`src/ulc_pkg.sv`:
```
/*
 Constants shared by the serial port line-control block: register offsets,
 line-control field positions, reset values and bit timing.
 Assumes nothing of its surroundings.
*/
package ulc_pkg;
  // register offsets on the three address pins
  localparam logic [2:0] OFS_DATA = 3'h0;
  localparam logic [2:0] OFS_IER  = 3'h1;
  localparam logic [2:0] OFS_IIR  = 3'h2;
  localparam logic [2:0] OFS_LCR  = 3'h3;
  localparam logic [2:0] OFS_MCR  = 3'h4;
  localparam logic [2:0] OFS_LSR  = 3'h5;
  localparam logic [2:0] OFS_MSR  = 3'h6;
  localparam logic [2:0] OFS_SCR  = 3'h7;
  // line_format_control fields
  localparam int LCR_WLS_LO = 0;
  localparam int LCR_WLS_HI = 1;
  localparam int LCR_STB    = 2;
  localparam int LCR_PEN    = 3;
  localparam int LCR_EPS    = 4;
  localparam int LCR_STP    = 5;
  localparam int LCR_BRK    = 6;
  localparam int LCR_DIVISOR_ACCESS_SELECT   = 7;
  // modem_line_control fields
  localparam int MCR_DTR  = 0;
  localparam int MCR_RTS  = 1;
  localparam int MCR_LOOP = 4;
  // reset values
  localparam logic [7:0] RST_LCR = 8'h00;
  localparam logic [7:0] RST_DIV = 8'h00;
  localparam logic [7:0] RST_SCR = 8'h00;
  localparam logic [7:0] RST_IIR = 8'h01;
  // bit timing in 16x ticks
  localparam logic [5:0] TK_BIT    = 6'h0F;
  localparam logic [5:0] TK_STOP15 = 6'h17;
  localparam logic [5:0] TK_STOP2  = 6'h1F;
  localparam logic [3:0] TK_MID    = 4'h7;
  localparam logic [3:0] TK_END    = 4'hF;
  // transmit buffer
  localparam int TXF_WIDTH = 8;
  localparam int TXF_DEPTH = 32;
endpackage

```
`src/ulc_baud.sv`:
```
/*
 Baud generator: one-cycle tick at sixteen times the baud rate.
 Assumes the divisor and its reload strobe come from mclk logic.
*/
`timescale 1ns/1ns
module ulc_baud (
  // clock and reset
  input  wire logic        mclk,
  input  wire logic        rstn,
  // divisor
  input  wire logic [15:0] divisor,
  input  wire logic        reload,
  // 16x tick
  output logic             tick
);
  logic [15:0] cnt;
  logic [15:0] gap;
  logic        seen;
  // divisor zero stops the generator
  wire wrap = (cnt == 16'h0001) | (cnt == 16'h0000);

  always_ff @(posedge mclk or negedge rstn) begin
    if (!rstn) begin
      cnt  <= 16'h0000;
      tick <= 1'b0;
    end else begin
      cnt  <= (reload | wrap) ? divisor : 16'(cnt - 1'b1);
      tick <= ~reload & (cnt == 16'h0001);
    end
  end

  // helper: cycles between ticks
  always_ff @(posedge mclk or negedge rstn) begin
    if (!rstn) begin
      gap  <= 16'h0000;
      seen <= 1'b0;
    end else begin
      gap  <= tick ? 16'h0001 : 16'(gap + 1'b1);
      seen <= reload ? 1'b0 : (seen | tick);
    end
  end
endmodule

```
`src/ulc_fifo.sv`:
```
/*
 Flip-flop FIFO with valid/ready on both sides.
 Assumes a single clock and an asynchronous active-low reset.
*/
`timescale 1ns/1ns
module ulc_fifo #(
  parameter int W = 8,
  parameter int D = 32
) (
  // clock and reset
  input  wire logic         mclk,
  input  wire logic         rstn,
  // filling side
  input  wire logic         in_valid,
  output logic              in_ready,
  input  wire logic [W-1:0] in_data,
  // draining side
  output logic              out_valid,
  input  wire logic         out_ready,
  output logic [W-1:0]      out_data
);
  localparam int AW = $clog2(D);
  logic [W-1:0] mem [D];
  logic [AW-1:0] wp;
  logic [AW-1:0] rp;
  logic [AW:0]   cnt;
  wire push = in_valid & in_ready;
  wire pop  = out_valid & out_ready;

  assign in_ready  = cnt != D[AW:0];
  assign out_valid = cnt != '0;
  assign out_data  = mem[rp];

  always_ff @(posedge mclk or negedge rstn) begin
    if (!rstn) begin
      wp  <= '0;
      rp  <= '0;
      cnt <= '0;
    end else begin
      if (push) wp <= AW'(wp + 1'b1);
      if (pop) rp <= AW'(rp + 1'b1);
      cnt <= (AW+1)'(cnt + push - pop);
    end
  end

  always_ff @(posedge mclk) begin
    if (push) mem[wp] <= in_data;
  end
endmodule

```
`src/ulc_top.sv`:
```
/*
 Line control, register selection and character framing of a 16550-style
 serial port, with a 32-word transmit FIFO.
 Assumes bus strobes are one-cycle pulses on mclk; the serial input and
 modem inputs are asynchronous and are synchronised here.
*/
`timescale 1ns/1ns
//
// Overview of operation
// - divisor select low: offsets 0,1 reach receive, transmit and enable regs
// - divisor select high: offsets 0,1 reach divisor low and high bytes
// - line control at offset 3 whatever the divisor select
// - break clear: serial pin follows transmitter output
// - break set: serial pin held low until software clears it
// - parity on, not forced: even select picks parity sense
// - forced parity: bit sent and expected as inverse of even select
// - even select low: ones in data plus parity odd
// - even select high: ones in data plus parity even
// - parity off: no parity bit sent or checked
// - parity bit sits after last data bit, before stop
// - stop count low: one stop bit sent
// - stop count high, five bits: one and a half stop bits
// - stop count high, six to eight bits: two stop bits
// - stop count affects only transmitted format
// - word length bits give five to eight data bits both ways
// - baud tick at sixteen times rate, mclk divided by divisor
// - divisor write reloads counter; receiver idles, transmitter after char
module ulc_top
  import ulc_pkg::*;
(
  // clock and reset
  input  wire logic       mclk,
  input  wire logic       rstn,
  // register port
  input  wire logic       cs,
  input  wire logic [2:0] addr,
  input  wire logic       rd,
  input  wire logic       wr,
  input  wire logic [7:0] wdata,
  output logic [7:0]      rdata,
  output logic            tx_fifo_ready,
  // serial line
  input  wire logic       serial_rx_pin,
  output logic            serial_tx_pin,
  // modem lines, inputs {dcd, ri, dsr, cts}
  input  wire logic [3:0] modem_in,
  output logic            dtr,
  output logic            rts
);
  typedef enum logic [2:0] {
    ST_IDLE = 3'b000, ST_START = 3'b001, ST_DATA = 3'b011,
    ST_PAR = 3'b010, ST_STOP = 3'b110
  } ulc_state_e;

  function automatic logic [7:0] word_mask(input logic [7:0] d, input logic [1:0] wl);
    word_mask = d & (8'hFF >> (2'd3 - wl));
  endfunction

  function automatic logic par_bit(input logic [7:0] d, input logic [7:0] lcr_v);
    logic [7:0] m;
    m = word_mask(d, lcr_v[LCR_WLS_HI:LCR_WLS_LO]);
    par_bit = lcr_v[LCR_STP] ? ~lcr_v[LCR_EPS]
                             : ((^m) ^ ~lcr_v[LCR_EPS]);
  endfunction

  logic [7:0] lcr, dll, dlm, scr, rbr;
  logic [3:0] ier;
  logic [4:0] mcr;
  logic       dr, oe, pe, fe, bi;
  logic       rx_s1, rx_s2;
  logic [3:0] md_s1, md_s2, md_prev, md_delta;
  logic [7:0] next_rdata;
  logic       tick;

  // register decode
  wire        divisor_access_select    = lcr[LCR_DIVISOR_ACCESS_SELECT];
  wire        wr_go   = cs & wr;
  wire        rd_go   = cs & rd;
  wire        sel_dll = (addr == OFS_DATA) & divisor_access_select;
  wire        sel_dlm = (addr == OFS_IER) & divisor_access_select;
  wire        sel_rbr = (addr == OFS_DATA) & ~divisor_access_select;
  wire        sel_ier = (addr == OFS_IER) & ~divisor_access_select;
  wire        wr_div  = wr_go & (sel_dll | sel_dlm);
  wire        wr_thr  = wr_go & sel_rbr;
  wire        rd_rbr  = rd_go & sel_rbr;
  wire        rd_lsr  = rd_go & (addr == OFS_LSR);
  wire        rd_msr  = rd_go & (addr == OFS_MSR);
  wire [1:0]  wl      = lcr[LCR_WLS_HI:LCR_WLS_LO];
  // index of the last data bit: four plus the length code
  wire [2:0]  wl_m1   = {1'b1, wl};
  wire [3:0]  md_edge = {md_s2[3] ^ md_prev[3], md_prev[2] & ~md_s2[2],
                         md_s2[1:0] ^ md_prev[1:0]};

  // transmit side
  ulc_state_e tx_st;
  logic [5:0] tx_tk;
  logic [2:0] tx_bit;
  logic [7:0] tx_sh, tx_word;
  logic       tx_par, tx_hold;
  logic       f_valid;
  logic [7:0] f_data;
  wire        tx_take = (tx_st == ST_IDLE) & f_valid & ~tx_hold;
  wire [5:0]  stop_last = ~lcr[LCR_STB] ? TK_BIT :
                          (wl == 2'b00) ? TK_STOP15 : TK_STOP2;
  wire [5:0]  tx_last = (tx_st == ST_STOP) ? stop_last : TK_BIT;
  wire        tx_end  = tick & (tx_tk == tx_last);
  wire        tx_line = (tx_st == ST_START) ? 1'b0 : (tx_st == ST_DATA) ? tx_sh[0] :
                        (tx_st == ST_PAR) ? tx_par : 1'b1;
  wire [7:0]  lsr = {1'b0, ~f_valid & (tx_st == ST_IDLE), ~f_valid, bi, fe, pe, oe, dr};

  // receive side
  ulc_state_e rx_st;
  logic [3:0] rx_tk;
  logic [2:0] rx_bit;
  logic [7:0] rx_sh;
  logic       rx_perr, rx_ones;
  wire        rx_in    = mcr[MCR_LOOP] ? tx_line : rx_s2;
  wire        rx_samp  = tick & (rx_tk == ((rx_st == ST_START) ? TK_MID : TK_END));
  wire [7:0]  rx_word  = rx_sh >> (3'd7 - wl_m1);
  wire        rx_done  = rx_samp & (rx_st == ST_STOP) & ~wr_div;

  logic f_in_ready;

  assign tx_fifo_ready = f_in_ready;
  assign dtr = mcr[MCR_DTR];
  assign rts = mcr[MCR_RTS];

  ulc_fifo #(.W(TXF_WIDTH), .D(TXF_DEPTH)) u_txf (
    .mclk     (mclk),
    .rstn     (rstn),
    .in_valid (wr_thr),
    .in_ready (f_in_ready),
    .in_data  (wdata),
    .out_valid(f_valid),
    .out_ready(tx_take),
    .out_data (f_data)
  );

  ulc_baud u_baud (
    .mclk   (mclk),
    .rstn   (rstn),
    .divisor({dlm, dll}),
    .reload (wr_div),
    .tick   (tick)
  );

  // read mux; offsets 2..7 ignore the divisor select
  always_comb begin
    unique case (addr)
      OFS_DATA: next_rdata = divisor_access_select ? dll : rbr;
      OFS_IER:  next_rdata = divisor_access_select ? dlm : {4'h0, ier};
      OFS_IIR:  next_rdata = RST_IIR;
      OFS_LCR:  next_rdata = lcr;
      OFS_MCR:  next_rdata = {3'h0, mcr};
      OFS_LSR:  next_rdata = lsr;
      OFS_MSR:  next_rdata = {md_s2, md_delta};
      OFS_SCR:  next_rdata = scr;
    endcase
  end

  // register writes and flags; a setting event wins over a read-clear
  always_ff @(posedge mclk or negedge rstn) begin
    if (!rstn) begin
      {lcr, dll, dlm, scr} <= {RST_LCR, RST_DIV, RST_DIV, RST_SCR};
      ier   <= 4'h0;
      mcr   <= 5'h00;
      rdata <= 8'h00;
    end else begin
      if (rd_go) rdata <= next_rdata;
      if (wr_go & sel_dll) dll <= wdata;
      if (wr_go & sel_dlm) dlm <= wdata;
      if (wr_go & sel_ier) ier <= wdata[3:0];
      if (wr_go & (addr == OFS_LCR)) lcr <= wdata;
      if (wr_go & (addr == OFS_MCR)) mcr <= wdata[4:0];
      if (wr_go & (addr == OFS_SCR)) scr <= wdata;
    end
  end

  always_ff @(posedge mclk or negedge rstn) begin
    if (!rstn) begin
      {rx_s1, rx_s2} <= 2'b11;
      {md_s1, md_s2, md_prev, md_delta} <= 16'h0000;
      {dr, oe, pe, fe, bi} <= 5'h00;
      rbr <= 8'h00;
    end else begin
      rx_s1    <= serial_rx_pin;
      rx_s2    <= rx_s1;
      md_s1    <= modem_in;
      md_s2    <= md_s1;
      md_prev  <= md_s2;
      md_delta <= md_edge | (rd_msr ? 4'h0 : md_delta);
      dr <= rx_done | (dr & ~rd_rbr);
      oe <= (rx_done & dr & ~rd_rbr) | (oe & ~rd_lsr);
      pe <= (rx_done & rx_perr) | (pe & ~rd_lsr);
      fe <= (rx_done & ~rx_in) | (fe & ~rd_lsr);
      bi <= (rx_done & ~rx_in & ~rx_ones) | (bi & ~rd_lsr);
      if (rx_done) rbr <= word_mask(rx_word, wl);
    end
  end

  // transmitter
  always_ff @(posedge mclk or negedge rstn) begin
    if (!rstn) begin
      tx_st   <= ST_IDLE;
      {tx_tk, tx_bit, tx_sh, tx_word, tx_par, tx_hold} <= 27'h0;
      serial_tx_pin <= 1'b1;
    end else begin
      serial_tx_pin <= lcr[LCR_BRK] ? 1'b0 : tx_line;
      // finish the current char, then one idle cycle
      tx_hold <= wr_div | (tx_hold & (tx_st != ST_IDLE));
      if (tx_take) begin
        tx_st   <= ST_START;
        tx_tk   <= 6'h00;
        tx_sh   <= f_data;
        tx_word <= word_mask(f_data, wl);
        tx_par  <= par_bit(f_data, lcr);
      end else if (tx_end) begin
        tx_tk <= 6'h00;
        unique case (tx_st)
          ST_START: begin
            tx_st  <= ST_DATA;
            tx_bit <= 3'h0;
          end
          ST_DATA: begin
            tx_sh  <= {1'b0, tx_sh[7:1]};
            tx_bit <= 3'(tx_bit + 1'b1);
            if (tx_bit == wl_m1) tx_st <= lcr[LCR_PEN] ? ST_PAR : ST_STOP;
          end
          ST_PAR:  tx_st <= ST_STOP;
          ST_STOP: tx_st <= ST_IDLE;
          ST_IDLE: tx_st <= ST_IDLE;
        endcase
      end else if (tick) begin
        tx_tk <= 6'(tx_tk + 1'b1);
      end
    end
  end

  // receiver; samples mid-bit, one stop bit only
  always_ff @(posedge mclk or negedge rstn) begin
    if (!rstn) begin
      rx_st <= ST_IDLE;
      {rx_tk, rx_bit, rx_sh, rx_perr, rx_ones} <= 17'h0;
    end else if (wr_div) begin
      rx_st <= ST_IDLE;
    end else if (rx_st == ST_IDLE) begin
      rx_tk   <= 4'h0;
      rx_ones <= 1'b0;
      rx_perr <= 1'b0;
      if (!rx_in) rx_st <= ST_START;
    end else if (rx_samp) begin
      rx_tk <= 4'h0;
      rx_ones <= rx_ones | rx_in;
      unique case (rx_st)
        ST_START: begin
          rx_st  <= rx_in ? ST_IDLE : ST_DATA;
          rx_bit <= 3'h0;
        end
        ST_DATA: begin
          rx_sh  <= {rx_in, rx_sh[7:1]};
          rx_bit <= 3'(rx_bit + 1'b1);
          if (rx_bit == wl_m1) rx_st <= lcr[LCR_PEN] ? ST_PAR : ST_STOP;
        end
        ST_PAR: begin
          rx_perr <= rx_in ^ par_bit(rx_word, lcr);
          rx_st   <= ST_STOP;
        end
        default: rx_st <= ST_IDLE;
      endcase
    end else if (tick) begin
      rx_tk <= 4'(rx_tk + 1'b1);
    end
  end
endmodule
```
`config.mk`:
```
export PLATFORM = sky130hd
export DESIGN_NAME = ulc_top
export DESIGN_NICKNAME = d
export VERILOG_FILES = /design/src/ulc_pkg.sv /design/src/ulc_baud.sv /design/src/ulc_fifo.sv /design/src/ulc_top.sv
export SDC_FILE = /design/constraint.sdc
export NUM_CORES = 1
export LEC_CHECK = 0
export BUFFER_PORTS_ARGS = -buffer_cell sky130_fd_sc_hd__buf_2
export CAP_MARGIN = 20
export CORE_ASPECT_RATIO = 1.1
export CORE_MARGIN = 2
export CORE_UTILIZATION = 25
export DETAILED_ROUTE_END_ITERATION = 8
export SETUP_SLACK_MARGIN = 0.4
export SYNTH_ARGS = -nofsm -noshare
export SYNTH_HDL_FRONTEND = slang
export SYNTH_SLANG_ARGS = --single-unit
```
`constraint.sdc`:
```
create_clock -name mclk -period 4.4 [get_ports mclk]
set_input_delay 0.22 -clock mclk [delete_from_list [all_inputs] [get_ports mclk]]
set_output_delay 0.22 -clock mclk [all_outputs]
set_load 0.02 [all_outputs]
```
==> run_results.csv, run 1 <==
group,metric,value,unit
die,die_width,259,um
yosys,synth_top_flop_cell,"edfxtp_1",
cts,postCtsResizedCells,0,
pwr,internal_pwr_total,6.95,mW
final_layout,final_util,29.2,%
yosys,synth_area_per_cell,14.4,um^2
timing,timing.final.ws_setup,0.708,ns
grt,global_route.overflow_total,0,
routing,wl_met3,2680,um
cts,path_clk_slew,0.06,ns
worst_setup_path,critPathLaunch,"u_txf.rp[0]$_DFFE_PN0P_",
routing,drcViolationCount,0,
placed_design,dpl.hpwl,28400,um
yosys,yosysTopAreaCell,"edfxtp_1",
worst_setup_path,setup.worst_path.start_class,"flip-flop",
grt,grt.total_usage,11.8,%
cts,tritoncts,"done",
yosys,ys_async_sr_fraction,37.9,%
grt,largest_net_degree_at_the_start_of_global_routing,77,
yosys,ys_warn_count,0,
routing,met2RoutedLength,20400,um
timing,timing_worst_slew_pin_value,0.935,ns
placed_design,numPortBuffers,32,
yosys,yosys_register_bits,412,
worst_setup_path,crit_path_end_kind,"flip-flop",
grt,number_of_antenna_violations_at_the_first_check_in_global_routing,0,
routing,detail_route.first_pass.iterations,5,
die,chipHeight,284,um
placed_design,post-place-ws,0.774,ns
routing,drtIter0Drc,1190,
yosys,cell_with_the_most_instances_after_synthesis,"edfxtp_1",
pwr,sequentialPowerShare,50.1,%
worst_setup_path,r2r_end,"tx_par$_DFFE_PN0N_",
timing,timing.slew.headroom,37.4,%
yosys,synth_nets,1287,
worst_setup_path,endpoint,"tx_par$_DFFE_PN0N_",
timing,fmax,0.271,GHz
pwr,power_frac_clock,38.3,%
die,core_region_area,70600,um^2
timing,setup_total_negative_slack,0,ns
final_layout,regArea,11600,um^2
timing,finalCriticalPeriod,3.69,ns
routing,m1WireLength,19300,um
cts,clock-sinks,412,
worst_setup_path,regToRegSetupSlack,0.71,ns
final_layout,multi_input_area,5840,um^2
yosys,ys_top_cells_by_area,"edfxtp_1 43%, dfrtp_1 21%, mux2_2 4.3%",
routing,routed_vias,10711,
hold_path,min-delay-path-class,"input pin to flip-flop",
pwr,power_density,454,nW/um^2
cts,tritoncts.num_buffers,43,
yosys,netlist.area_leader.share,43.0,%
pwr,power_switching,2.43,mW
worst_setup_path,rr_worst_depth,10,
worst_setup_path,critical_path_required_time,4.87,ns
pwr,switching_share,25.9,%
yosys,post_synth_most_frequent_cells,"256 x edfxtp_1, 153 x dfrtp_1, 104 x nand2_1, 91 x nor2_1, 69 x mux2_2",
final_layout,layout.cells.non_filler,2273,
timing,final-hold-violation-count,0,
routing,highest_layer,"met4",
pwr,p_comb_share,11.6,%
worst_setup_path,cp_data_arrival_time,4.16,ns
die,die_area,73700,um^2
yosys,post_synth_num_cell_types,78,
placed_design,gp_congestion,0.871,
worst_setup_path,r2r_start,"u_txf.rp[0]$_DFFE_PN0P_",
yosys,syn-instance-count,1245,
yosys,synth-edff-count,256,
status,status,"finished clean",
final_layout,area_delta_synth_final,15.5,%
routing,final_antenna_net_count,0,
cts,clock_insertion_delay_worst_skew,0.55,ns
routing,wl_per_cell,19.1,um
die,top_level_i_o_count,33,
final_layout,final_nets,1346,
cts,h_tree_depth,2,
timing,fin_skew,0.0196,ns
die,rows,102,
pwr,worst_ir_drop_vdd,0.305,mV
final_layout,fill_cells,6959,
worst_setup_path,timing_worst_setup_path_type,"flip-flop to flip-flop",
timing,setup-violations-final,0,
timing,period_share,83.9,%
routing,detail_route.wirelength,43400,um
cts,clock-root-buffer,"clkbuf_16",
timing,rsz0062_at_grt,"false",
yosys,yosysSeqAreaShare,64.8,%
yosys,post_synth_instance_area,17900,um^2
grt,grt_first_pass_wirelength,67100,um
flow_run,max-cap-violations,0,
die,initial_core_utilization,25.3,%
routing,vias_per_cell,4.71,
cts,buffer_levels_on_the_longest_clock_path,3,
cts,post_cts_hold_buffer_count,8,
cts,post_cts_setup_inserts,0,
worst_setup_path,worst-path-max-fanout,24,
pwr,total_leakage_power,7.42,nW
final_layout,drive_above_1_share,18.6,%
timing,finalMaxSlewViolations,0,
grt,number_of_global_route_vias_before_repair,10868,
placed_design,dp.cells,2186,
power groups by stage:
| stage | sequential [mW] | combinational, mW | clock [mW] |
|---|---|---|---|
| 6_report | 4.70 | 1.09 | 3.59 |
| 5_1_grt | 4.74 | 1.23 | 3.81 |
| 3_5_place_dp | 4.78 | 1.08 | 0 |
| 3_3_place_gp | 4.76 | 1.04 | 0 |
| 2_1_floorplan | 4.62 | 0.862 | 0 |
| 4_1_cts | 4.70 | 1.10 | 3.67 |
per-stage QoR:
step / area, um^2 / total power [mW] / hold slack, ns
detailed placement: 19200 / 5.86 / 0.310
floorplan: 17900 / 5.48 / -0.0756
global placement: 19200 / 5.80 / 0.299
finish: 20600 / 9.38 / 0.246
global route: 20600 / 9.78 / 0.259
CTS: 20600 / 9.46 / 0.229
cell families (layout without fill, tap and decap cells):
kind of cell | after synthesis | in the layout | synth area share [%]
AOI/OAI and AO/OA | 181 | 181 | 6.64
xor gates and xnor gates | 42 | 42 | 2.13
adders and majority gates | 21 | 21 | 1.51
buffers and inverters | 94 | 185 | 2.53
DFF | 412 | 412 | 64.8
muxes | 177 | 177 | 13.9
other | 0 | 1 | 0
and+or+nand+nor | 318 | 318 | 8.45
flip-flops by register name, indices dropped and copies added (netlist names), 5 cells and up:
register,flops
dll,8
dlm,8
lcr,8
mcr,5
rbr,8
rdata,8
rx_sh,8
scr,8
tx_sh,8
tx_tk,6
u_baud.cnt,16
u_txf.cnt,6
u_txf.mem,256
u_txf.rp,5
u_txf.wp,5
critical path: stages, from the launching register on:
cell and delay [ns]:
dfrtp_2 0.84, buf_4 0.26, nor3b_1 0.52, a22o_1 0.23
a311oi_1 0.06, a211oi_1 0.62, o21ai_0 0.26, and3_1 0.26
nor4_1 0.23, and4bb_1 0.26, o211ai_2 0.06
placed cells by master, fill, tap and decap left out, drive strengths merged, types with 40 or more instances in the layout:
master	count
a21oi	40
nand2	104
nor2	91
mux4	46
mux2	69
dfrtp	153
edfxtp	256
buf	67
mux2i	62
o21ai	52
clkbuf	52
layer usage:
metal / track usage, % / vias up
li1: - / 4819
met1: 16.3 / 5473
met2: 19.0 / 353
met3: 1.97 / 66
met4: 3.29 / 0
met5: 0 / -
worst min-delay path by stage:
stage               slack (ns)                    to  depth (start not counted)  start
floorplan                -0.08          bi$_DFF_PN0_                          0   rstn
global placement          0.30  rx_tk[1]$_DFFE_PN0P_                          1   rstn
detailed placement        0.31  rx_tk[1]$_DFFE_PN0P_                          1   rstn
CTS                       0.23  rx_st[0]$_DFFE_PN0P_                          5     wr
global route              0.26  rx_st[2]$_DFFE_PN0P_                          5     wr
finish                    0.25  rx_st[2]$_DFFE_PN0P_                          5     wr
area by class of cell:
cell class              instances  share of cell area (%)
repair buffers                 75                    2.59
diodes                          1                  0.0121
clock inverters                25                    1.18
clock buffers                  52                    5.48
well taps                     936                    5.67
inverters                      33                   0.600
multi-input cells             739                    28.3
flip-flops and latches        412                    56.2
Note: power is estimated with default switching activity, not from simulation.
==> run 2: changes to the inputs <==
==> constraint.sdc (replaced) <==
create_clock -name mclk -period 3.1 [get_ports mclk]
set_input_delay 0.155 -clock mclk [delete_from_list [all_inputs] [get_ports mclk]]
set_output_delay 0.155 -clock mclk [all_outputs]
set_load 0.02 [all_outputs]
==> run_results.csv, run 2 (same netlist as run 1, synthesis figures left out) <==
group,metric,value,unit
status,status,"finished with violations",
status,violations,"negative setup slack",
timing,final-hold-violation-count,0,
pwr,total_leakage_power,7.96,nW
grt,use_met1,15.2,%
die,die_area,73700,um^2
worst_setup_path,timing_worst_setup_path_type,"flip-flop to flip-flop",
timing,period_share,104,%
final_layout,fill_cells,6974,
cts,clock_insertion_delay_worst_skew,0.59,ns
routing,detail_route.first_pass.iterations,6,
timing,setup-violations-final,1,
final_layout,area_delta_synth_final,20.7,%
die,top_level_i_o_count,33,
final_layout,reg.largest.list,"u_txf.mem: 256 flops, u_baud.cnt: 16 flops",
grt,number_of_global_route_vias_before_repair,11400,
final_layout,multi_input_area,5960,um^2
routing,vias_per_cell,4.67,
timing,setup_total_negative_slack,-0.125,ns
placed_design,numPortBuffers,32,
final_layout,largest_register_by_flop_count,"u_txf.mem",
routing,drtIter0Drc,924,
final_layout,drive_above_1_share,26.2,%
die,die_width,259,um
cts,clock-sinks,412,
worst_setup_path,critical_path.cell_chain,"buf_4 -> mux4_1 -> mux2_2 -> a32oi_1 -> o221ai_1 -> xnor2_2 -> xnor3_2 -> nor4_2 -> and4bb_1 -> o211ai_2",
final_layout,mostFrequentLayoutCell,"edfxtp_1",
flow_run,max-cap-violations,0,
grt,global_route.overflow_total,0,
die,chipHeight,284,um
placed_design,dpl.hpwl,29400,um
routing,routed_vias,11061,
cts,buffer_levels_on_the_longest_clock_path,3,
final_layout,largest_reg_flops,256,
grt,use_met3,2.03,%
timing,finalCriticalPeriod,3.23,ns
routing,wl_per_cell,18.5,um
worst_setup_path,critical-path-slowest-cell,"mux4_1",
timing,timing.slew.headroom,38.1,%
die,rows,102,
routing,drcViolationCount,0,
worst_setup_path,critical_path_required_time,3.60,ns
routing,detail_route.wirelength,43800,um
final_layout,regArea,11600,um^2
die,initial_core_utilization,25.3,%
pwr,power_density,633,nW/um^2
cts,tritoncts,"done",
grt,largest_net_degree_at_the_start_of_global_routing,79,
worst_setup_path,cp_data_arrival_time,3.72,ns
worst_setup_path,worst-path-max-fanout,9,
timing,timing_worst_slew_pin_value,0.929,ns
worst_setup_path,buf_inv_stages_crit_path,1,
timing,rsz0062_at_grt,"true",
hold_path,min-delay-path-class,"input pin to asynchronous set/reset pin",
worst_setup_path,timing.critical_path.max_delay_family,"multiplexers",
grt,number_of_antenna_violations_at_the_first_check_in_global_routing,0,
placed_design,gp_congestion,0.882,
grt,grt_first_pass_wirelength,67600,um
final_layout,antenna_cells,0,
placed_design,detailed_place.area,19900,um^2
cts,tritoncts.num_buffers,43,
pwr,power,13.7,mW
grt,groute.layer.met2.usage,19.6,%
pwr,worst_ir_drop_vdd,0.367,mV
routing,final_antenna_net_count,0,
worst_setup_path,max_stage_delay,0.57,ns
worst_setup_path,setup.worst_path.start_class,"flip-flop",
timing,finalMaxSlewViolations,0,
final_layout,final_area,21600,um^2
cts,clock-root-buffer,"clkbuf_16",
worst_setup_path,crit_path_end_kind,"flip-flop",
grt,grt_most_used_layer,"met2",
timing,hold-worst-slack,0.199,ns
placed_design,post-place-ws,-0.221,ns
cts,h_tree_depth,2,
timing,timing.final.ws_setup,-0.125,ns
timing,fmax,0.310,GHz
timing,fin_skew,0.0203,ns
final_layout,final_cell_mix,"256 x edfxtp_1, 151 x dfrtp_1, 121 x buf_4",
die,core_region_area,70600,um^2
final_layout,final_nets,1439,
cts,path_clk_slew,0.07,ns
grt,grt.total_usage,11.9,%
run 2: through the flow:
stage | instances | util, %
global placement | 2271 | 28.2
floorplan | 1245 | -
CTS | 2360 | 30.5
global route | 2366 | 30.6
detailed placement | 2271 | 28.2
finish | 2366 | 30.6
run 2: path summary, 6_finish.rpt:
check	slack, ns	from	to	depth (start not counted)
setup reg to reg	-0.13	u_txf.rp[0]$_DFFE_PN0P_	tx_par$_DFFE_PN0N_	10
hold reg to reg	0.35	md_s1[0]$_DFF_PN0_	md_s2[0]$_DFF_PN0_	0
hold / removal	0.20	rstn	tx_tk[0]$_DFFE_PN0P_	2
setup / recovery	-0.13	u_txf.rp[0]$_DFFE_PN0P_	tx_par$_DFFE_PN0N_	10
min in group mclk	0.20	wdata[5]	u_txf.mem[3][5]$_DFFE_PP_	1
max in group asynchronous	2.00	rstn	u_txf.cnt[5]$_DFF_PN0_	3
run 2: power by group:
part	switching [mW]	internal [mW]	total, mW
registers	0.398	6.22	6.61
clock network	2.21	3.13	5.35
logic	0.920	0.790	1.71
run 2: per-layer routing:
layer	routed length, um	up-vias
met5	0	-
met4	1780	0
met3	2340	102
met2	20900	320
met1	18700	5624
li1	-	5015
run 2: layout make-up:
class / instances / share of cell area (%)
sequential: 412 / 53.7
multi-input combinational: 739 / 27.6
timing repair buffer: 168 / 5.92
tap: 936 / 5.42
clock buffer: 52 / 5.23
clock inverter: 26 / 1.50
inverter: 33 / 0.597
run 2: timing repair:
item	4_1_cts	5_1_grt
gates resized for setup	13	12
pin swaps	0	6
buffers inserted	3	6
endpoints found under the setup margin	19	52
hold buffers	8	0
endpoints found under the hold margin	80	0
